--- src/pkg/sce_defs.vh ---
`ifndef SCE_DEFS_VH
`define SCE_DEFS_VH

// ****************************************
// Register byte addresses
// ****************************************
`define SCE_OFS_MODE      12'h200
`define SCE_OFS_MASK      12'h204
`define SCE_OFS_CMD       12'h208
`define SCE_OFS_FLAGS     12'h20c
`define SCE_OFS_STATE     12'h210
`define SCE_OFS_WRSIZE    12'h214
`define SCE_OFS_FREE      12'h218
`define SCE_OFS_KAIVL     12'h21c
`define SCE_OFS_MSS       12'h220
`define SCE_OFS_DHAR_LO   12'h224
`define SCE_OFS_DHAR_HI   12'h228
`define SCE_OFS_GIRQ      12'h22c
`define SCE_OFS_GMASK     12'h230

// ****************************************
// Reset values
// ****************************************
`define SCE_RST_MASK      8'hff
`define SCE_RST_MSS       16'h05b4

// ****************************************
// Command codes
// ****************************************
`define SCE_CMD_TEARDOWN  8'h08
`define SCE_CMD_CLOSE     8'h10
`define SCE_CMD_SEND      8'h20
`define SCE_CMD_DSEND     8'h21
`define SCE_CMD_KEEP      8'h22
`define SCE_CMD_PPP_OPEN  8'h23
`define SCE_CMD_PPP_REJ   8'h27
`define SCE_CMD_RXACK     8'h40

// ****************************************
// Protocol modes and socket states
// ****************************************
`define SCE_MODE_TCP      4'h1
`define SCE_MODE_UDP      4'h2
`define SCE_MODE_RAW_IP_MODE    4'h3
`define SCE_MODE_RAW_ETHERNET_MODE   4'h4
`define SCE_MODE_PPPOE    4'h5
`define SCE_ST_CLOSED     8'h00
`define SCE_ST_CONNECTED  8'h17

// ****************************************
// Event flag bit positions
// ****************************************
`define SCE_FLG_LINK_UP   0
`define SCE_FLG_TEARDOWN_CMD    1
`define SCE_FLG_RECEIVE_ACK_CMD      2
`define SCE_FLG_TIMEOUT   3
`define SCE_FLG_SEND_DONE 4
`define SCE_FLG_PPP_PHASE 5
`define SCE_FLG_PPP_FAIL  6
`define SCE_FLG_PPP_OPT   7

// ****************************************
// Outgoing packet kinds
// ****************************************
`define SCE_PKT_DATA      2'h0
`define SCE_PKT_FIN       2'h1
`define SCE_PKT_KA        2'h2
`define SCE_PKT_ARP       2'h3

`endif

--- src/verilog/sce_socket_command_engine.v ---
// Implementation choice: register access over APB.
`timescale 1ns/10ps
`include "sce_defs.vh"
module sce_socket_command_engine #(
    parameter [2:0] SOCK_ID        = 3'h0,
    parameter       RTO_CYCLES     = 20000,
    parameter       KA_TICK_CYCLES = 125000,
    parameter       TX_MEM_BYTES   = 8192
) (
    // APB slave
    input  wire        pclk,
    input  wire        presetn,
    input  wire        psel,
    input  wire        penable,
    input  wire        pwrite,
    input  wire [11:0] paddr,
    input  wire [31:0] pwdata,
    output reg  [31:0] prdata,
    output wire        pready,
    output wire        pslverr,
    // Packet transmit request
    output wire        pkt_valid,
    output wire [1:0]  pkt_kind,
    output reg  [16:0] pkt_len,
    output reg         pkt_use_dhar,
    output wire [47:0] dest_hw_address,
    input  wire        pkt_taken,
    // Peer and link events
    input  wire        peer_fin,
    input  wire        peer_finack,
    input  wire        peer_rst,
    input  wire        peer_ack,
    input  wire        peer_data,
    input  wire        arp_reply,
    input  wire        link_up,
    input  wire        ppp_phase,
    input  wire        ppp_auth_fail,
    input  wire        ppp_option,
    // Connection logic outside this block
    input  wire        state_load,
    input  wire [7:0]  state_load_val,
    // Receive and PPPoE sideband
    output reg         rx_consumed,
    output reg         ppp_cmd_valid,
    output reg  [7:0]  ppp_cmd_code,
    // Interrupt
    output wire        irq_n
);

// ****************************************
// States
// ****************************************
localparam [3:0] S_IDLE = 4'h0;
localparam [3:0] S_ARP  = 4'h1;
localparam [3:0] S_ARPW = 4'h2;
localparam [3:0] S_SEG  = 4'h3;
localparam [3:0] S_ACK  = 4'h4;
localparam [3:0] S_FIN  = 4'h5;
localparam [3:0] S_FINW = 4'h6;
localparam [3:0] S_KA   = 4'h7;
localparam [3:0] S_KAW  = 4'h8;

reg  [3:0]  fsm_r;
reg  [3:0]  mode_r;
reg  [7:0]  mask_r;
reg  [7:0]  flags_r;
reg  [7:0]  flags_nxt;
reg  [7:0]  state_r;
reg  [16:0] wrsize_r;
reg  [16:0] free_r;
reg  [16:0] remain_r;
reg  [7:0]  kaivl_r;
reg  [15:0] mss_r;
reg  [47:0] dhar_r;
reg         gmask_r;
reg  [31:0] tmo_cnt_r;
reg  [31:0] tick_cnt_r;
reg  [7:0]  idle_ticks_r;
reg         data_seen_r;
reg  [7:0]  ev;
reg         fail;
reg         send_ok;

wire        wr_acc   = psel & penable & pwrite;
wire        rd_setup = psel & ~penable & ~pwrite;
wire        is_tcp   = (mode_r == `SCE_MODE_TCP);
wire        is_udp   = (mode_r == `SCE_MODE_UDP);
wire        is_raw   = (mode_r == `SCE_MODE_RAW_IP_MODE) | (mode_r == `SCE_MODE_RAW_ETHERNET_MODE);
wire        conn     = (state_r == `SCE_ST_CONNECTED);
wire        cmd_wr   = wr_acc & (paddr == `SCE_OFS_CMD);
wire [7:0]  cmd      = pwdata[7:0];
wire        tmo_hit  = (tmo_cnt_r == RTO_CYCLES - 1);
wire        tick     = (tick_cnt_r == KA_TICK_CYCLES - 1);
wire        girq     = |(flags_r & mask_r);
wire [16:0] seg_len  = ((is_tcp | is_udp) && (remain_r > {1'b0, mss_r})) ?
                       {1'b0, mss_r} : remain_r;
wire [16:0] start_len = ((is_tcp | is_udp) && (wrsize_r > {1'b0, mss_r})) ?
                       {1'b0, mss_r} : wrsize_r;
wire [16:0] nxt_len   = ((remain_r - seg_len) > {1'b0, mss_r}) ?
                       {1'b0, mss_r} : remain_r - seg_len;
wire        ka_due   = (kaivl_r != 8'h00) && (idle_ticks_r >= kaivl_r)
                       && data_seen_r && conn && is_tcp;
wire        mapped   = (paddr == `SCE_OFS_MODE) | (paddr == `SCE_OFS_MASK) |
                       (paddr == `SCE_OFS_CMD) | (paddr == `SCE_OFS_FLAGS) |
                       (paddr == `SCE_OFS_STATE) | (paddr == `SCE_OFS_WRSIZE) |
                       (paddr == `SCE_OFS_FREE) | (paddr == `SCE_OFS_KAIVL) |
                       (paddr == `SCE_OFS_MSS) | (paddr == `SCE_OFS_DHAR_LO) |
                       (paddr == `SCE_OFS_DHAR_HI) | (paddr == `SCE_OFS_GIRQ) |
                       (paddr == `SCE_OFS_GMASK);

assign pready          = 1'b1;
assign pslverr         = psel & penable & ~mapped;
assign dest_hw_address = dhar_r;
assign irq_n           = ~(girq & gmask_r);
assign pkt_valid       = (fsm_r == S_ARP) | (fsm_r == S_SEG) | (fsm_r == S_FIN)
                         | (fsm_r == S_KA);
assign pkt_kind        = (fsm_r == S_ARP) ? `SCE_PKT_ARP :
                         (fsm_r == S_FIN) ? `SCE_PKT_FIN :
                         (fsm_r == S_KA)  ? `SCE_PKT_KA  : `SCE_PKT_DATA;

// ****************************************
// Event flags
// ****************************************
// A hardware set in the same cycle as a write-one clear wins.
always @* begin
    ev = 8'h00;
    ev[`SCE_FLG_LINK_UP]   = link_up;
    ev[`SCE_FLG_TEARDOWN_CMD]    = peer_fin | peer_finack;
    ev[`SCE_FLG_RECEIVE_ACK_CMD]      = peer_data;
    ev[`SCE_FLG_TIMEOUT]   = fail;
    ev[`SCE_FLG_SEND_DONE] = send_ok;
    ev[`SCE_FLG_PPP_PHASE] = ppp_phase;
    ev[`SCE_FLG_PPP_FAIL]  = ppp_auth_fail;
    ev[`SCE_FLG_PPP_OPT]   = ppp_option;
    flags_nxt = flags_r;
    if (wr_acc && (paddr == `SCE_OFS_FLAGS)) begin
        flags_nxt = flags_nxt & ~pwdata[7:0];
    end
    flags_nxt = flags_nxt | (ev & mask_r);
end

always @* begin
    fail = 1'b0;
    send_ok = 1'b0;
    if (!peer_rst && tmo_hit && ((fsm_r == S_ARPW) || (fsm_r == S_ACK) ||
        (fsm_r == S_FINW) || (fsm_r == S_KAW))) begin
        fail = 1'b1;
    end
    if (!peer_rst && !fail) begin
        if ((fsm_r == S_ACK) && peer_ack && (remain_r == 17'h00000)) begin
            send_ok = 1'b1;
        end
        if ((fsm_r == S_SEG) && pkt_taken && !is_tcp && (remain_r == seg_len)) begin
            send_ok = 1'b1;
        end
    end
end

// ****************************************
// Register file and command engine
// ****************************************
always @(posedge pclk or negedge presetn) begin
    if (!presetn) begin
        fsm_r         <= S_IDLE;
        mode_r        <= 4'h0;
        mask_r        <= `SCE_RST_MASK;
        flags_r       <= 8'h00;
        state_r       <= `SCE_ST_CLOSED;
        wrsize_r      <= 17'h00000;
        free_r        <= TX_MEM_BYTES[16:0];
        remain_r      <= 17'h00000;
        kaivl_r       <= 8'h00;
        mss_r         <= `SCE_RST_MSS;
        dhar_r        <= 48'h000000000000;
        gmask_r       <= 1'b0;
        tmo_cnt_r     <= 32'h00000000;
        tick_cnt_r    <= 32'h00000000;
        idle_ticks_r  <= 8'h00;
        data_seen_r   <= 1'b0;
        prdata        <= 32'h00000000;
        pkt_len       <= 17'h00000;
        pkt_use_dhar  <= 1'b0;
        rx_consumed   <= 1'b0;
        ppp_cmd_valid <= 1'b0;
        ppp_cmd_code  <= 8'h00;
    end else begin
        flags_r       <= flags_nxt;
        rx_consumed   <= 1'b0;
        ppp_cmd_valid <= 1'b0;
        if ((fsm_r != S_ACK) || peer_ack) begin
            pkt_len <= seg_len;
        end
        if (rd_setup) begin
            case (paddr)
                `SCE_OFS_MODE:    prdata <= {28'h0000000, mode_r};
                `SCE_OFS_MASK:    prdata <= {24'h000000, mask_r};
                `SCE_OFS_FLAGS:   prdata <= {24'h000000, flags_r};
                `SCE_OFS_STATE:   prdata <= {24'h000000, state_r};
                `SCE_OFS_WRSIZE:  prdata <= {15'h0000, wrsize_r};
                `SCE_OFS_FREE:    prdata <= {15'h0000, free_r};
                `SCE_OFS_KAIVL:   prdata <= {24'h000000, kaivl_r};
                `SCE_OFS_MSS:     prdata <= {16'h0000, mss_r};
                `SCE_OFS_DHAR_LO: prdata <= dhar_r[31:0];
                `SCE_OFS_DHAR_HI: prdata <= {16'h0000, dhar_r[47:32]};
                `SCE_OFS_GIRQ:    prdata <= {24'h000000, 8'h01 << SOCK_ID}
                                            & {32{girq}};
                `SCE_OFS_GMASK:   prdata <= {31'h00000000, gmask_r};
                default:          prdata <= 32'h00000000;
            endcase
        end
        if (wr_acc) begin
            case (paddr)
                `SCE_OFS_MODE:    mode_r <= pwdata[3:0];
                `SCE_OFS_MASK:    mask_r <= pwdata[7:0];
                `SCE_OFS_WRSIZE:  wrsize_r <= pwdata[16:0];
                `SCE_OFS_KAIVL:   kaivl_r <= pwdata[7:0];
                `SCE_OFS_MSS:     mss_r <= pwdata[15:0];
                `SCE_OFS_DHAR_LO: dhar_r[31:0] <= pwdata;
                `SCE_OFS_DHAR_HI: dhar_r[47:32] <= pwdata[15:0];
                `SCE_OFS_GMASK:   gmask_r <= pwdata[0];
                default:          gmask_r <= gmask_r;
            endcase
        end
        // Keep-alive silence timer; the prescaler keeps the counter narrow.
        tick_cnt_r <= tick ? 32'h00000000 : tick_cnt_r + 32'h00000001;
        if (peer_data || peer_ack || !conn || (fsm_r != S_IDLE)) begin
            idle_ticks_r <= 8'h00;
        end else if (tick && (idle_ticks_r != 8'hff)) begin
            idle_ticks_r <= idle_ticks_r + 8'h01;
        end
        if (peer_data || (peer_ack && (fsm_r == S_ACK))) begin
            data_seen_r <= 1'b1;
        end
        if (state_load) begin
            state_r <= state_load_val;
            data_seen_r <= 1'b0;
        end
        tmo_cnt_r <= 32'h00000000;
        if (peer_rst) begin
            state_r <= `SCE_ST_CLOSED;
            fsm_r   <= S_IDLE;
        end else if (fail) begin
            state_r <= `SCE_ST_CLOSED;
            fsm_r   <= S_IDLE;
        end else begin
            case (fsm_r)
                S_IDLE: begin
                    if (cmd_wr && (cmd == `SCE_CMD_CLOSE)) begin
                        state_r <= `SCE_ST_CLOSED;
                    end else if (cmd_wr && (cmd == `SCE_CMD_TEARDOWN)) begin
                        if (is_tcp && conn) begin
                            fsm_r <= S_FIN;
                        end
                    end else if (cmd_wr && ((cmd == `SCE_CMD_SEND) ||
                                 (cmd == `SCE_CMD_DSEND))) begin
                        // Direct send only exists for UDP and raw IP.
                        if ((cmd == `SCE_CMD_SEND) && (is_tcp ? conn : (is_udp || is_raw))
                            || (cmd == `SCE_CMD_DSEND) &&
                               (is_udp || (mode_r == `SCE_MODE_RAW_IP_MODE))) begin
                            remain_r     <= wrsize_r;
                            pkt_len      <= start_len;
                            pkt_use_dhar <= (cmd == `SCE_CMD_DSEND);
                            if (is_tcp) begin
                                free_r <= free_r - wrsize_r;
                            end
                            if ((cmd == `SCE_CMD_SEND) &&
                                (is_udp || (mode_r == `SCE_MODE_RAW_IP_MODE))) begin
                                fsm_r <= S_ARP;
                            end else begin
                                fsm_r <= S_SEG;
                            end
                        end
                    end else if (cmd_wr && (cmd == `SCE_CMD_KEEP)) begin
                        if (is_tcp && conn && (kaivl_r == 8'h00) && data_seen_r) begin
                            fsm_r <= S_KA;
                        end
                    end else if (cmd_wr && (cmd == `SCE_CMD_RXACK)) begin
                        rx_consumed <= (state_r != `SCE_ST_CLOSED);
                    end else if (cmd_wr && (cmd >= `SCE_CMD_PPP_OPEN) &&
                                 (cmd <= `SCE_CMD_PPP_REJ)) begin
                        if ((SOCK_ID == 3'h0) && (mode_r == `SCE_MODE_PPPOE)) begin
                            ppp_cmd_valid <= 1'b1;
                            ppp_cmd_code  <= cmd;
                        end
                    end else if (peer_fin && is_tcp && conn) begin
                        fsm_r <= S_FIN;
                    end else if (ka_due) begin
                        fsm_r <= S_KA;
                    end
                end
                S_ARP: begin
                    if (pkt_taken) begin
                        fsm_r <= S_ARPW;
                    end
                end
                S_ARPW: begin
                    tmo_cnt_r <= tmo_cnt_r + 32'h00000001;
                    if (arp_reply) begin
                        fsm_r <= S_SEG;
                    end
                end
                S_SEG: begin
                    if (pkt_taken) begin
                        remain_r <= remain_r - seg_len;
                        if (is_tcp) begin
                            fsm_r <= S_ACK;
                        end else if (remain_r == seg_len) begin
                            fsm_r <= S_IDLE;
                        end else begin
                            pkt_len <= nxt_len;
                        end
                    end
                end
                S_ACK: begin
                    tmo_cnt_r <= tmo_cnt_r + 32'h00000001;
                    if (peer_ack) begin
                        free_r <= free_r + pkt_len;
                        fsm_r  <= (remain_r == 17'h00000) ? S_IDLE : S_SEG;
                    end
                end
                S_FIN: begin
                    if (pkt_taken) begin
                        fsm_r <= S_FINW;
                    end
                end
                S_FINW: begin
                    tmo_cnt_r <= tmo_cnt_r + 32'h00000001;
                    if (peer_finack) begin
                        state_r <= `SCE_ST_CLOSED;
                        fsm_r   <= S_IDLE;
                    end
                end
                S_KA: begin
                    if (pkt_taken) begin
                        fsm_r <= S_KAW;
                    end
                end
                S_KAW: begin
                    tmo_cnt_r <= tmo_cnt_r + 32'h00000001;
                    if (peer_ack) begin
                        fsm_r <= S_IDLE;
                    end
                end
                default: fsm_r <= S_IDLE;
            endcase
        end
    end
end

endmodule // sce_socket_command_engine

--- config.mk ---
export PLATFORM = sky130hd
export DESIGN_NAME = sce_socket_command_engine
export DESIGN_NICKNAME = d
export VERILOG_FILES = /design/src/verilog/sce_socket_command_engine.v
export VERILOG_INCLUDE_DIRS = /design/src /design/src/pkg
export SDC_FILE = /design/constraint.sdc
export NUM_CORES = 1
export LEC_CHECK = 0
export BUFFER_PORTS_ARGS = -buffer_cell sky130_fd_sc_hd__buf_4
export CORE_ASPECT_RATIO = 0.7
export CORE_MARGIN = 2
export CORE_UTILIZATION = 30
export DETAILED_ROUTE_END_ITERATION = 12
export SLEW_MARGIN = 10
export SYNTH_ARGS = -nofsm -noshare
export SYNTH_HDL_FRONTEND = slang
export SYNTH_SLANG_ARGS = --single-unit
--- constraint.sdc ---
create_clock -name pclk -period 18.4 [get_ports pclk]
set_clock_uncertainty 0.15 [all_clocks]
set_input_delay 3.68 -clock pclk [delete_from_list [all_inputs] [get_ports pclk]]
set_output_delay 3.68 -clock pclk [all_outputs]
set_load 0.01 [all_outputs]
==> run summary <==
I/O Buffers -> 181
Max Freq -> 0.1061 GHz
crit-path cells -> buf_4 > or4b_1 > nor3_1 > nand3_1 > nor2_1 > buf_4 > a211oi_1 > buf_4
vias -> 15030
#FFs+latches synth -> 289
CORE AREA -> 56720 um2
Pwr Density -> 123.9 nW/um2
worst hold margin -> 0.3254 ns
Fin. Hold Viols -> 0
Max transition margin -> 0.1810
Post-synth EDFFs -> 0
Register Area -> 7251 um2
CP max-delay cell -> or4b_1
CTS clock-pin slew for the worst setup and hold paths -> 0.06 ns
routed vias/inst -> 5.547
DRT Pass-1 Iters -> 9
Setup-failing EPs final -> 0
syn nets -> 1940
CTS tree -> done
Async SR Flop Fraction -> 1.000
gr usage total -> 0.1934
# fillers -> 5671
main flop type after synthesis -> dfrtp_1
clk root buf -> clkbuf_16
final net count -> 2096
global-route wire length before repair -> 89320 um
setup bufs post-CTS -> 0
Syn Inst Count -> 1778
antenna-violating nets left -> 0
vias in the first global route -> 14420
Cell Area, Synth -> 17190 um2
Max VDD drop -> 0.08892 mV
CTS buffer count -> 31
Clock Sinks -> 289
Final Cycle Share -> 0.5121
Die ar. -> 59250 um2
syn_area_per_cell -> 9.666 um2
gp weighted congestion -> 0.9283
HPWL after DPL -> 43590 um
Ys Warns -> 0
Setup TNS -> 0 ns
final wirelength -> 58480 um
max-slew violations -> 0
total gr overflow -> 0
max_cap viols -> 0
slowest stage delay, CP -> 0.60 ns
Top-Level Pins -> 183
status -> complete, no violations
most used cell, CP -> buf_4
Leak -> 9.535 nW
overall power -> 2.540 mW
initial antenna violation count -> 3
worst slew pin tran -> 1.222 ns
CTS H-tree depth -> 1
DRT iter0 DRCs -> 1337
part of the Yosys area used for sequential elements -> 0.4219
Resized cells post-CTS -> 0
CP startpoint kind -> input pin
Arr. time, crit path -> 5.59 ns
# hold bufs at CTS -> 0
Initial Util -> 0.3030
CP Max Fanout -> 18
Routed WL per cell -> 21.59 um
Crit Path Category -> in -> out
Clock Path Buffers -> 3
area of the multi-input gates -> 9469 um2
DRC viols -> 0
die height -> 204.3 um
Final min period -> 9.423 ns
layout cells sized above 1 -> 0.2014
die width -> 290.1 um
largest net degree at the start of global routing -> 93
post-synth cell types -> 99
unrepaired setup endpoints after global routing -> no
clock latency on the worst-skew pair -> 0.60 ns
area delta synth->final -> 19.23%
FP Rows -> 73
worst min path class -> reg -> reg
CP endpoint kind -> output pin
Worst EP required -> 14.57 ns
[worst paths after layout]
kind | cells past startpoint | slack (ns) | startpoint | to
max | 8 | 8.98 | paddr[7] | pslverr
min | 1 | 0.33 | tick_cnt_r[31] | tick_cnt_r[31]
max reg2reg | 24 | 10.73 | mss_r[14] | pkt_len[0]
min reg2reg | 1 | 0.33 | tick_cnt_r[31] | tick_cnt_r[31]
max in group asynchronous | 3 | 12.83 | presetn | tick_cnt_r[27]
min in group asynchronous | 1 | 2.97 | presetn | pkt_len[14]
[sequential cells by signal, summed over array words and instances (netlist names), 8 cells and up]
name	cells
remain_r	17
free_r	17
tmo_cnt_r	32
kaivl_r	8
prdata	32
idle_ticks_r	8
state_r	8
mask_r	8
flags_r	8
ppp_cmd_code	8
dest_hw_address	48
mss_r	16
tick_cnt_r	32
pkt_len	17
wrsize_r	17
[per-stage QoR]
step                      utilization  instance area (um2)  instances  setup WS, ns
after floorplan                     -                17190       1778         9.105
final                          0.3613                20490       2709         8.977
after CTS                      0.3610                20480       2706         8.995
after global routing           0.3611                20480       2706         8.758
after detailed placement       0.3411                19340       2651         8.996
after global placement         0.3411                19340       2651         9.020
[metal layers]
metal / global-route usage / vias to the layer above / share of wire / routed length [um]
met5: 0 / - / 0.00021 / 12
met3: 0.05252 / 89 / 0.090 / 5277
li1: - / 6879 / - / -
met4: 0.04055 / 2 / 0.021 / 1212
met1: 0.2867 / 7444 / 0.48 / 27900
met2: 0.2786 / 614 / 0.41 / 24080
[kinds of logic (layout without fill, tap and decap cells)]
kind of cell | after synthesis | after routing | share of synthesized area
XOR/XNOR | 105 | 105 | 0.05351
adder cells (fa/ha/maj) | 93 | 93 | 0.06858
AND/OR/NAND/NOR | 609 | 609 | 0.1728
other | 1 | 4 | 0.0002182
flip-flops | 289 | 289 | 0.4219
multiplexers | 134 | 134 | 0.08554
buffers and inverters | 125 | 303 | 0.02999
AO/OA/AOI/OAI | 422 | 422 | 0.1674
[layout make-up]
| type | instances | area share |
|---|---|---|
| clock buffers | 38 | 0.04109 |
| clock inverters | 17 | 0.01417 |
| flip-flops and latches | 289 | 0.3538 |
| diodes | 3 | 0.0003664 |
| well taps | 750 | 0.04580 |
| repair buffers | 201 | 0.07401 |
| multi-input cells | 1364 | 0.4621 |
| inverters | 47 | 0.008610 |
[layout by cell type, fill, tap and decap left out, drive strengths merged, types with 10 or more instances in the layout]
master  synthesis  routed
o211ai         14      14
inv            47      49
nor2          151     151
a22o           15      15
a211o          11      11
or3            11      11
xnor2          48      48
a222oi         13      13
dfrtp         274     274
dfstp          15      15
buf            26     201
a21oi          67      67
mux2i          43      43
xor2           57      57
a21o           22      22
a221oi         14      14
a211oi         20      20
clkbuf         52      38
nand4          34      34
a221o          11      11
nand2         202     202
o21ai         127     127
ha             91      91
nand3          53      53
mux2           91      91
a31oi          18      18
a22oi          27      27
and2           10      10
nor4           30      30
nand2b         13      13
and3           16      16
nor3           33      33
[cell usage after synthesis (13+ instances only)]
master,count,area [um2]
o21ai_1,13,65.06
and3_1,16,100.1
clkbuf_1,52,195.2
mux2_2,81,912.1
a22o_1,15,131.4
a221oi_1,14,122.6
xor2_1,57,499.2
a22oi_1,27,202.7
dfstp_2,15,394.1
a31oi_1,17,106.4
nand2b_1,13,81.33
o211ai_1,14,105.1
a211oi_1,20,150.1
inv_1,46,172.7
dfrtp_1,274,6857
nor4_1,29,181.4
nor3_1,32,160.2
ha_1,91,1139
nand2_1,202,758.2
mux2i_1,43,430.4
nand3_1,51,255.2
xnor2_1,48,420.4
a222oi_1,13,130.1
o21ai_0,113,565.5
a21o_1,22,165.2
nand4_1,34,212.7
nor2_1,148,555.5
a21oi_1,67,335.3
buf_2,19,95.09
[worst max-delay path: cells and delay by family]
family | cells | cell delay [ns]
simple gates | 4 | 1.26
compound gates | 1 | 0.09
buf+inv | 3 | 0.55
[power by group]
group	switching, mW	leakage, nW	internal, mW	total [mW]
clock network	0.281	0.548	0.424	0.705
registers	0.103	3.81	0.689	0.793
logic	0.620	5.18	0.422	1.04
No activity file was read; power rests on OpenSTA's default activity.
